### src/shared/isam_pkg.sv
// Constants and types for the ISA bus master cycle sequencer
`default_nettype none
package isam_pkg;
   // Core clock and derived bus clock
   localparam int unsigned CLK_PERIOD_NS = 8;
   localparam int unsigned BCLK_PERIOD_NS = 128;
   localparam int unsigned BCLK_DIV = (BCLK_PERIOD_NS + CLK_PERIOD_NS - 1) / CLK_PERIOD_NS;
   localparam int unsigned DIV_W = 4;
   localparam logic [DIV_W-1:0] DIV_LAST = DIV_W'(BCLK_DIV - 1);
   localparam logic [DIV_W-1:0] DIV_HALF = DIV_W'(BCLK_DIV / 2);

   // Bus-clock counts in T; all but the CNT_W width and the CNT_MAX saturation ceiling are minimums
   localparam int unsigned CNT_W = 5;
   localparam logic [CNT_W-1:0] CNT_MAX = 5'h1F;
   localparam logic [CNT_W-1:0] LA_TO_ALE_NEG = 5'h05;
   localparam logic [CNT_W-1:0] LA_TO_CMD = 5'h05;
   localparam logic [CNT_W-1:0] SA_TO_ALE_NEG = 5'h01;
   localparam logic [CNT_W-1:0] SA_TO_CMD = 5'h02;
   localparam logic [CNT_W-1:0] CMD_WIDTH = 5'h09;
   localparam logic [CNT_W-1:0] CMD_TO_ALE = 5'h0A;
   localparam logic [CNT_W-1:0] CMD_TO_CMD = 5'h0C;
   localparam logic [CNT_W-1:0] NEG_TO_CMD = 5'h03;
   localparam logic [CNT_W-1:0] NEG_TO_ALE = 5'h01;
   localparam logic [CNT_W-1:0] CMD_TO_RD_16 = 5'h02;
   localparam logic [CNT_W-1:0] CMD_TO_RD_8 = 5'h05;
   localparam logic [CNT_W-1:0] RDY_TO_RD = 5'h01;
   localparam logic [CNT_W-1:0] RDY_TO_WR = 5'h02;
   localparam logic [CNT_W-1:0] RDY_TO_NEG = 5'h01;
   localparam logic [CNT_W-1:0] RDY_TO_ALE = 5'h02;
   localparam logic [CNT_W-1:0] SA_TO_RDY_16 = 5'h06;
   localparam logic [CNT_W-1:0] SA_TO_RDY_8 = 5'h0C;
   localparam logic [CNT_W-1:0] SA_TO_RD_16 = 5'h04;
   localparam logic [CNT_W-1:0] SA_TO_RD_8 = 5'h0A;
   localparam logic [CNT_W-1:0] LA_TO_RDY_16 = 5'h08;
   localparam logic [CNT_W-1:0] LA_TO_RDY_8 = 5'h0E;
   localparam logic [CNT_W-1:0] WDATA_TO_CMD = 5'h02;
   localparam logic [CNT_W-1:0] WDATA_HOLD = 5'h01;

   // Command classes
   localparam logic [1:0] CLS_MEM = 2'h0;
   localparam logic [1:0] CLS_SMEM = 2'h1;
   localparam logic [1:0] CLS_IO = 2'h2;

   // Reset values
   localparam logic [15:0] DATA_RST = 16'h0000;
   localparam logic [23:0] ADDR_RST = 24'h000000;

   typedef enum logic [2:0] {
      ST_IDLE  = 3'b000,
      ST_WAIT  = 3'b001,
      ST_ADDR  = 3'b010,
      ST_SETUP = 3'b011,
      ST_CMD   = 3'b100
   } isam_state_t;
endpackage
`default_nettype wire

### src/design/isam_master.sv
// ISA bus master cycle sequencer: address, latch strobe, command and wait timing
// Functional notes
// - Upper address valid 5T before ALE negate, 6T before command
// - SA/SBHE 1T before ALE negate, 2T before command
// - Command strobe held at least 9T
// - 10T from command assert to next ALE
// - Same class commands spaced at least 12T
// - 3T from command negate to next command
// - Command negated 2T before next ALE
// - Read sample 2T/5T after read command
// - Data 1T after ready for reads, 2T writes
// - Negate command at least 1T after ready
// - Next ALE 2T after ready; address held
// - SA valid 6T/12T before ready negation counts
// - Read sample 4T/10T after system address
// - Upper address 8T/14T before ready negation counts
// - Write data driven 2T before write command
`default_nettype none
module isam_master (
   // Clock and reset
   input  wire logic        clk,
   input  wire logic        nrst,
   // Request side
   input  wire logic        reqValid,
   input  wire logic        reqWrite,
   input  wire logic [1:0]  reqClass,
   input  wire logic        reqByte,
   input  wire logic [23:0] reqAddr,
   input  wire logic        reqSbhe,
   input  wire logic [15:0] reqWdata,
   output logic             reqReady,
   // Answer side
   output logic             rspValid,
   output logic [15:0]      rspData,
   // ISA bus pins
   output logic             busClk,
   output logic [6:0]       latchAddr,
   output logic [19:0]      sysAddr,
   output logic             sysBhe,
   output logic             addrLatchN,
   output logic             memRdN,
   output logic             memWrN,
   output logic             smemRdN,
   output logic             smemWrN,
   output logic             ioRdN,
   output logic             ioWrN,
   input  wire logic        chanRdy,
   input  wire logic [15:0] dataIn,
   output logic [15:0]      dataOut,
   output logic             dataOe
);

   // Saturating increment: the elapsed count as seen at this bus tick
   function automatic logic [isam_pkg::CNT_W-1:0] satInc(input logic [isam_pkg::CNT_W-1:0] c);
      satInc = (c == isam_pkg::CNT_MAX) ? c : c + 5'h01;
   endfunction
   isam_pkg::isam_state_t        state_q;
   logic [isam_pkg::DIV_W-1:0]   div_q;
   logic                         tick;
   logic                         rdyMeta_q;
   logic                         rdySync_q;
   logic [15:0]                  dinMeta_q;
   logic [15:0]                  dinSync_q;
   logic [isam_pkg::CNT_W-1:0]   addrCnt_q;
   logic [isam_pkg::CNT_W-1:0]   cmdCnt_q;
   logic [isam_pkg::CNT_W-1:0]   negCnt_q;
   logic [isam_pkg::CNT_W-1:0]   rdyCnt_q;
   logic [isam_pkg::CNT_W-1:0]   clsCnt_q [3];
   logic                         curWrite_q;
   logic [1:0]                   curClass_q;
   logic                         curByte_q;
   logic [23:0]                  curAddr_q;
   logic                         curSbhe_q;
   logic [15:0]                  curWdata_q;
   logic [isam_pkg::CNT_W-1:0]   addrEl;
   logic [isam_pkg::CNT_W-1:0]   cmdEl;
   logic                         startOk;
   logic                         cmdOk;
   logic                         negOk;
   logic                         wdataOk;

   // Bus clock from the core clock; every bus event happens at its rising edge
   assign tick = (div_q == isam_pkg::DIV_LAST);
   always_ff @(posedge clk or negedge nrst) begin
      if (!nrst) begin
         div_q <= '0;
         busClk <= 1'b0;
      end else begin
         div_q <= tick ? '0 : div_q + 4'h1;
         busClk <= (div_q == isam_pkg::DIV_LAST) || (div_q < isam_pkg::DIV_HALF - 4'h1);
      end
   end

   // Pin synchronisers
   always_ff @(posedge clk or negedge nrst) begin
      if (!nrst) begin
         rdyMeta_q <= 1'b0;
         rdySync_q <= 1'b0;
         dinMeta_q <= isam_pkg::DATA_RST;
         dinSync_q <= isam_pkg::DATA_RST;
      end else begin
         rdyMeta_q <= chanRdy;
         rdySync_q <= rdyMeta_q;
         dinMeta_q <= dataIn;
         dinSync_q <= dinMeta_q;
      end
   end
   assign addrEl = satInc(addrCnt_q);
   assign cmdEl = satInc(cmdCnt_q);
   // Gap since the previous cycle before a new latch strobe
   assign startOk = (satInc(cmdCnt_q) >= isam_pkg::CMD_TO_ALE)
                 && (satInc(negCnt_q) > isam_pkg::NEG_TO_ALE)
                 && (satInc(rdyCnt_q) > isam_pkg::RDY_TO_ALE);
   assign wdataOk = !curWrite_q || (addrEl >= isam_pkg::WDATA_TO_CMD);
   assign cmdOk = (addrEl > isam_pkg::LA_TO_CMD)
               && (addrEl >= isam_pkg::SA_TO_CMD)
               && wdataOk
               && (satInc(negCnt_q) >= isam_pkg::NEG_TO_CMD)
               && (satInc(clsCnt_q[curClass_q]) >= isam_pkg::CMD_TO_CMD);

   // Ready only ends the cycle once every address and data window is met
   always_comb begin
      negOk = rdySync_q && (cmdEl >= isam_pkg::CMD_WIDTH)
           && (rdyCnt_q >= isam_pkg::RDY_TO_NEG);
      if (curByte_q) begin
         negOk = negOk && (addrEl >= isam_pkg::SA_TO_RDY_8)
                 && (addrEl >= isam_pkg::LA_TO_RDY_8)
                 && (curWrite_q || (cmdEl >= isam_pkg::CMD_TO_RD_8
                     && addrEl >= isam_pkg::SA_TO_RD_8));
      end else begin
         negOk = negOk && (addrEl >= isam_pkg::SA_TO_RDY_16)
                 && (addrEl >= isam_pkg::LA_TO_RDY_16)
                 && (curWrite_q || (cmdEl >= isam_pkg::CMD_TO_RD_16
                     && addrEl >= isam_pkg::SA_TO_RD_16));
      end
      if (curWrite_q) begin
         negOk = negOk && (rdyCnt_q >= isam_pkg::RDY_TO_WR);
      end else begin
         negOk = negOk && (rdyCnt_q >= isam_pkg::RDY_TO_RD);
      end
   end

   // Cycle state machine and request capture
   always_ff @(posedge clk or negedge nrst) begin
      if (!nrst) begin
         state_q <= isam_pkg::ST_IDLE;
         reqReady <= 1'b0;
         curWrite_q <= 1'b0;
         curClass_q <= isam_pkg::CLS_MEM;
         curByte_q <= 1'b0;
         curAddr_q <= isam_pkg::ADDR_RST;
         curSbhe_q <= 1'b0;
         curWdata_q <= isam_pkg::DATA_RST;
      end else begin
         case (state_q)
            isam_pkg::ST_IDLE: begin
               reqReady <= 1'b1;
               if (reqValid && reqReady) begin
                  reqReady <= 1'b0;
                  curWrite_q <= reqWrite;
                  curClass_q <= reqClass;
                  curByte_q <= reqByte;
                  curAddr_q <= reqAddr;
                  curSbhe_q <= reqSbhe;
                  curWdata_q <= reqWdata;
                  state_q <= isam_pkg::ST_WAIT;
               end
            end
            isam_pkg::ST_WAIT: begin
               if (tick && startOk) begin
                  state_q <= isam_pkg::ST_ADDR;
               end
            end
            isam_pkg::ST_ADDR: begin
               if (tick && addrEl >= isam_pkg::LA_TO_ALE_NEG
                   && addrEl >= isam_pkg::SA_TO_ALE_NEG) begin
                  state_q <= isam_pkg::ST_SETUP;
               end
            end
            isam_pkg::ST_SETUP: begin
               if (tick && cmdOk) begin
                  state_q <= isam_pkg::ST_CMD;
               end
            end
            isam_pkg::ST_CMD: begin
               if (tick && negOk) begin
                  state_q <= isam_pkg::ST_IDLE;
               end
            end
            default: state_q <= isam_pkg::ST_IDLE;
         endcase
      end
   end

   // Bus-clock counters; all saturate so long idle periods stay satisfied
   always_ff @(posedge clk or negedge nrst) begin
      if (!nrst) begin
         addrCnt_q <= isam_pkg::CNT_MAX;
         cmdCnt_q <= isam_pkg::CNT_MAX;
         negCnt_q <= isam_pkg::CNT_MAX;
         rdyCnt_q <= isam_pkg::CNT_MAX;
         for (int i = 0; i < 3; i++) begin
            clsCnt_q[i] <= isam_pkg::CNT_MAX;
         end
      end else if (tick) begin
         addrCnt_q <= (state_q == isam_pkg::ST_WAIT && startOk) ? '0 : addrEl;
         cmdCnt_q <= (state_q == isam_pkg::ST_SETUP && cmdOk) ? '0 : cmdEl;
         negCnt_q <= (state_q == isam_pkg::ST_CMD && negOk) ? '0 : satInc(negCnt_q);
         if (state_q == isam_pkg::ST_CMD) begin
            rdyCnt_q <= rdySync_q ? satInc(rdyCnt_q) : '0;
         end else if (state_q == isam_pkg::ST_SETUP && cmdOk) begin
            rdyCnt_q <= '0;
         end else begin
            rdyCnt_q <= satInc(rdyCnt_q);
         end
         for (int i = 0; i < 3; i++) begin
            clsCnt_q[i] <= (state_q == isam_pkg::ST_SETUP && cmdOk && curClass_q == 2'(i))
                         ? '0 : satInc(clsCnt_q[i]);
         end
      end
   end

   // Pins change only on bus ticks; addresses hold until the next cycle starts
   always_ff @(posedge clk or negedge nrst) begin
      if (!nrst) begin
         addrLatchN <= 1'b1;
         latchAddr <= '0;
         sysAddr <= '0;
         sysBhe <= 1'b0;
         dataOut <= isam_pkg::DATA_RST;
         dataOe <= 1'b0;
      end else if (tick) begin
         if (state_q == isam_pkg::ST_WAIT && startOk) begin
            addrLatchN <= 1'b0;
            latchAddr <= curAddr_q[23:17];
            sysAddr <= curAddr_q[19:0];
            sysBhe <= curSbhe_q;
            dataOut <= curWdata_q;
            dataOe <= curWrite_q;
         end else begin
            if (state_q == isam_pkg::ST_ADDR && addrEl >= isam_pkg::LA_TO_ALE_NEG) begin
               addrLatchN <= 1'b1;
            end
            // Write data lingers past the strobe so the slave sees a clean hold
            if (state_q != isam_pkg::ST_CMD && state_q != isam_pkg::ST_SETUP
                && state_q != isam_pkg::ST_ADDR && negCnt_q >= isam_pkg::WDATA_HOLD) begin
               dataOe <= 1'b0;
            end
         end
      end
   end

   // Command strobes, one per class and direction
   always_ff @(posedge clk or negedge nrst) begin
      if (!nrst) begin
         memRdN <= 1'b1;
         memWrN <= 1'b1;
         smemRdN <= 1'b1;
         smemWrN <= 1'b1;
         ioRdN <= 1'b1;
         ioWrN <= 1'b1;
      end else if (tick) begin
         if (state_q == isam_pkg::ST_SETUP && cmdOk) begin
            memRdN <= !(curClass_q == isam_pkg::CLS_MEM && !curWrite_q);
            memWrN <= !(curClass_q == isam_pkg::CLS_MEM && curWrite_q);
            smemRdN <= !(curClass_q == isam_pkg::CLS_SMEM && !curWrite_q);
            smemWrN <= !(curClass_q == isam_pkg::CLS_SMEM && curWrite_q);
            ioRdN <= !(curClass_q == isam_pkg::CLS_IO && !curWrite_q);
            ioWrN <= !(curClass_q == isam_pkg::CLS_IO && curWrite_q);
         end else if (state_q == isam_pkg::ST_CMD && negOk) begin
            memRdN <= 1'b1;
            memWrN <= 1'b1;
            smemRdN <= 1'b1;
            smemWrN <= 1'b1;
            ioRdN <= 1'b1;
            ioWrN <= 1'b1;
         end
      end
   end

   // Read data taken at the negating edge; the slave may float right after
   always_ff @(posedge clk or negedge nrst) begin
      if (!nrst) begin
         rspValid <= 1'b0;
         rspData <= isam_pkg::DATA_RST;
      end else begin
         rspValid <= tick && state_q == isam_pkg::ST_CMD && negOk;
         if (tick && state_q == isam_pkg::ST_CMD && negOk && !curWrite_q) begin
            rspData <= dinSync_q;
         end
      end
   end
endmodule
`default_nettype wire

### config.mk
export PLATFORM = sky130hd
export DESIGN_NAME = isam_master
export DESIGN_NICKNAME = d
export VERILOG_FILES = /design/src/shared/isam_pkg.sv /design/src/design/isam_master.sv
export SDC_FILE = /design/constraint.sdc
export NUM_CORES = 1
export LEC_CHECK = 0
export BUFFER_PORTS_ARGS = -buffer_cell sky130_fd_sc_hd__buf_2
export CAP_MARGIN = 20
export CORE_MARGIN = 2
export CORE_UTILIZATION = 40
export DETAILED_ROUTE_END_ITERATION = 16
export PLACE_DENSITY = 0.64
export SLEW_MARGIN = 0
export SYNTH_ARGS = -nofsm -noshare
export SYNTH_HDL_FRONTEND = slang
export SYNTH_SLANG_ARGS = --single-unit
### constraint.sdc
create_clock -name clk -period 3.6 [get_ports clk]
set_input_delay 0.18 -clock clk [delete_from_list [all_inputs] [get_ports clk]]
set_output_delay 0.18 -clock clk [all_outputs]
set_load 0.01 [all_outputs]
==> metrics.md <==
| Metric | Value |
|---|---|
| Reg-to-reg startpoint | `negCnt_q[0]` |
| Switching Fraction | `24.6%` |
| Switching pwr | `1.09 mW` |
| Routability congestion estimate | `0.884` |
| Pwr dens | `433 nW/µm²` |
| Clock root buffer master | `clkbuf_16` |
| CTS tree | `done` |
| Ys flop type | `dfrtp_1` |
| Grt total ovfl | `0` |
| Most common cell after layout, fill and taps aside | `dfrtp_1` |
| WL/cell | `around 16 µm` |
| Clock share of power | `41.5%` |
| CP startpoint | `negCnt_q[0]` |
| WHS | `approximately 0.23 ns` |
| Placed cell area | `roughly 9000 µm²` |
| Max-Cap Viols | `0` |
| Total wire length | `~17 mm` |
| Post-synth EDFFs | `0` |
| Setup_tns | `0 ns` |
| Hold/Removal Path Class | `in -> reg` |
| Max stage delay on crit path | `0.60 ns` |
| Post-DR vias/cell | `between 5 and 6` |
| Worst Skew | `0.0114 ns` |
| Fmax | `324 MHz` |
| Synthesized area | `around 8100 µm²` |
| First-pass GRT wire length | `~29 mm` |
| Die Area | `around 21000 µm²` |
| Reg power frac | `between 50% and 60%` |
| Die height | `between 100 and 150 µm` |
| Clock-pin slew on the worst setup and hold paths | `0.07 ns` |
| Final instance area | `between 10000 and 15000 µm²` |
| Final total power | `4.43 mW` |
| Pins Over Slew Limit | `0` |
| Post-synthesis cell type count | `between 60 and 70` |
| Flops & latches, synth | `189` |
| Synth async-reset ratio | `between 90% and 100%` |
| RSZ-0062 raised after global routing | `false` |
| Setup Viol. Count Final | `0` |
| Commonest cells after routing, fill and taps aside | `dfrtp_1 (147), buf_2 (134), mux2_2 (65)` |
| Synth Instances | `about 590` |
| Pleak | `between 4 and 5 nW` |
| Worst slew pin tran | `between 0.9 and 1 ns` |
| Hold Path Origin | `reqValid` |
| Ratio of cells with drive above 1 in the final layout | `a little over two fifths` |
| Critical Path Start Type | `register` |
| Routed vias | `about 5400` |
| Post-cts gate resize count | `0` |
| 1st-iter DRT viols | `195` |
| DP Worst Slack | `0.530 ns` |
| Skew-Pair Late Insertion Delay | `0.43 ns` |
| Core ar. | `20000 µm²` |
| Final min period | `3.09 ns` |
| Maximum buffer depth of the clock tree | `2` |
| CP Data Arrival Time | `around 3.4 ns` |
| Number of global-route vias before repair | `5745` |
| Syn-to-layout area delta | `26.2%` |
| Final Non-Filler Cells | `between 1000 and 1500` |
| Clock sinks | `around 190` |
| # rows | `52` |
| Largest net degree at the start of global routing | `around 100` |
| Post-Syn Nets | `~670` |
| Total GRT Usage | `16.6%` |
| Routed Antenna Nets | `0` |
| CP Data Required Time | `about 3.9 ns` |
| Crit path buffers/inverters | `1` |
| Initial Utilization | `roughly two fifths` |
| Worst setup EP type | `register` |
| Die width | `roughly 150 µm` |
| Worst setup path class | `reg -> reg` |
| Final hold vios | `0` |
| Outcome | `finished clean` |
| Final Worst Setup Slack | `about 0.51 ns` |
| Slowest CP cell | `dfstp_2` |
| Synth warnings | `0` |
| Worst Path Max Fanout | `41` |
| Final period util | `between 80% and 90%` |
| CTS Buf Count | `17` |
| DRC | `0` |
| Antenna cells | `0` |
| IO buf count | `approximately 140` |
| Max H-tree Level | `4` |
| Max IR drop VDD | `~0.00036 V` |
| I/O pin cnt | `between 100 and 150` |
| Post-DP HPWL | `between 10 and 15 mm` |
| Worst slew margin | `38.4%` |
| P_int | `3.34 mW` |
| Fin util | `about half` |
| Fin nets | `approximately 870` |
| # hold bufs at CTS | `63` |
| Comb pwr share | `around 6.4%` |
| Avg Synthesized Cell Area | `between 10 and 15 µm²` |
| Delay-heaviest family, CP | `multiplexers` |
| Initial antenna violation count | `0` |
| Register area share after synthesis | `about three fifths` |
| Placed insts | `971` |
| Worst-path cell chain | `ha_1 -> nand4_2 -> mux2_4 -> o211a_1 -> a2111oi_2 -> and3_2 -> buf_12 -> mux2_2` |
| Drt first pass iters | `5` |
| Total setup buffers inserted after CTS | `0` |
synth_stat cells, types with 3 or more instances:
master,instances,area share (%)
nand4_1,3,0.23
mux2_4,37,6.9
a31o_2,4,0.43
nor3_1,8,0.49
o32ai_1,3,0.32
and2_1,6,0.46
mux2_1,7,0.97
nor3_2,3,0.37
dfstp_2,42,14
xor2_1,3,0.32
a21o_1,7,0.65
nand2b_1,6,0.46
o21ai_1,4,0.25
a21oi_1,22,1.4
o22ai_1,4,0.31
buf_4,5,0.46
a211oi_1,3,0.28
clkbuf_1,7,0.32
mux2i_1,4,0.49
buf_2,3,0.19
and3_1,11,0.85
o21a_1,3,0.28
o21ai_0,10,0.62
buf_1,5,0.23
nor2b_1,4,0.31
ha_1,17,2.6
nor4_4,3,0.79
a22o_1,9,0.97
dfrtp_1,147,45
nand2_1,27,1.3
inv_1,20,0.93
a21boi_0,3,0.28
a31oi_1,9,0.69
o2bb2ai_1,3,0.32
buf_12,3,0.74
nor2_1,24,1.1
nand3_1,6,0.37
mux2_2,65,9.0
worst register-to-register path: stages (launching register included):
cell       delay [ns]
dfstp_2          0.60
ha_1             0.24
nand4_2          0.18
mux2_4           0.35
o211a_1          0.14
a2111oi_2        0.44
and3_2           0.33
buf_12           0.31
mux2_2           0.39
cells by family (layout without fill, tap and decap cells):
| logic type | count (synthesis) | count (layout) | share of synthesized area (%) |
|---|---|---|---|
| buffers and inverters | 47 | 258 | 3.52 |
| flip-flops | 189 | 189 | 59.0 |
| AO/OA/AOI/OAI | 102 | 102 | 8.88 |
| multiplexers | 113 | 113 | 17.4 |
| XOR/XNOR | 3 | 3 | 0.324 |
| adder cells (fa/ha/maj) | 17 | 17 | 2.63 |
| AND/OR/NAND/NOR | 114 | 114 | 8.28 |
power groups by stage:
stage | sequential [mW] | clock (mW) | combinational [mW]
after floorplan | 2.32 | 0 | 0.134
after global placement | 2.34 | 0 | 0.224
after detailed placement | 2.35 | 0 | 0.233
after CTS | 2.31 | 1.90 | 0.289
after global routing | 2.32 | 1.99 | 0.316
final | 2.31 | 1.84 | 0.284
area by class of cell:
type	instances	area [µm²]
repair buffers	206	1400
inverters	20	75.1
well taps	270	338
fillers	1723	9810
clock inverters	14	149
clock buffers	18	439
flip-flops and latches	189	4780
multi-input cells	349	3040
per-layer routing:
layer  wire [µm]  vias to the layer above  GRT usage (%)
li1            -                     2498              -
met1        7300                     2692           20.6
met2        8930                      137           28.6
met3         662                       27           3.97
met4         363                        0           5.97
met5           0                        -              0
state kept, by name, indices dropped and copies added (netlist names), 15 cells and up:
register,count
dinMeta_q,16
dinSync_q,16
clsCnt_q,15
curWdata_q,16
rspData,16
curAddr_q,24
sysAddr,17
dataOut,16
worst paths after layout:
| path | end | slack, ns | cells past startpoint |
|---|---|---|---|
| worst max register to register | sysBhe | 0.51 | 8 |
| worst max-delay path | sysBhe | 0.51 | 8 |
| worst min-delay path | reqReady | 0.23 | 4 |
| min in group asynchronous | dinSync_q[10] | 0.45 | 2 |
| worst min register to register | dinSync_q[5] | 0.35 | 0 |
| max in group asynchronous | clsCnt_q[10] | 2.28 | 3 |
Power figures use the tool's default switching activity.
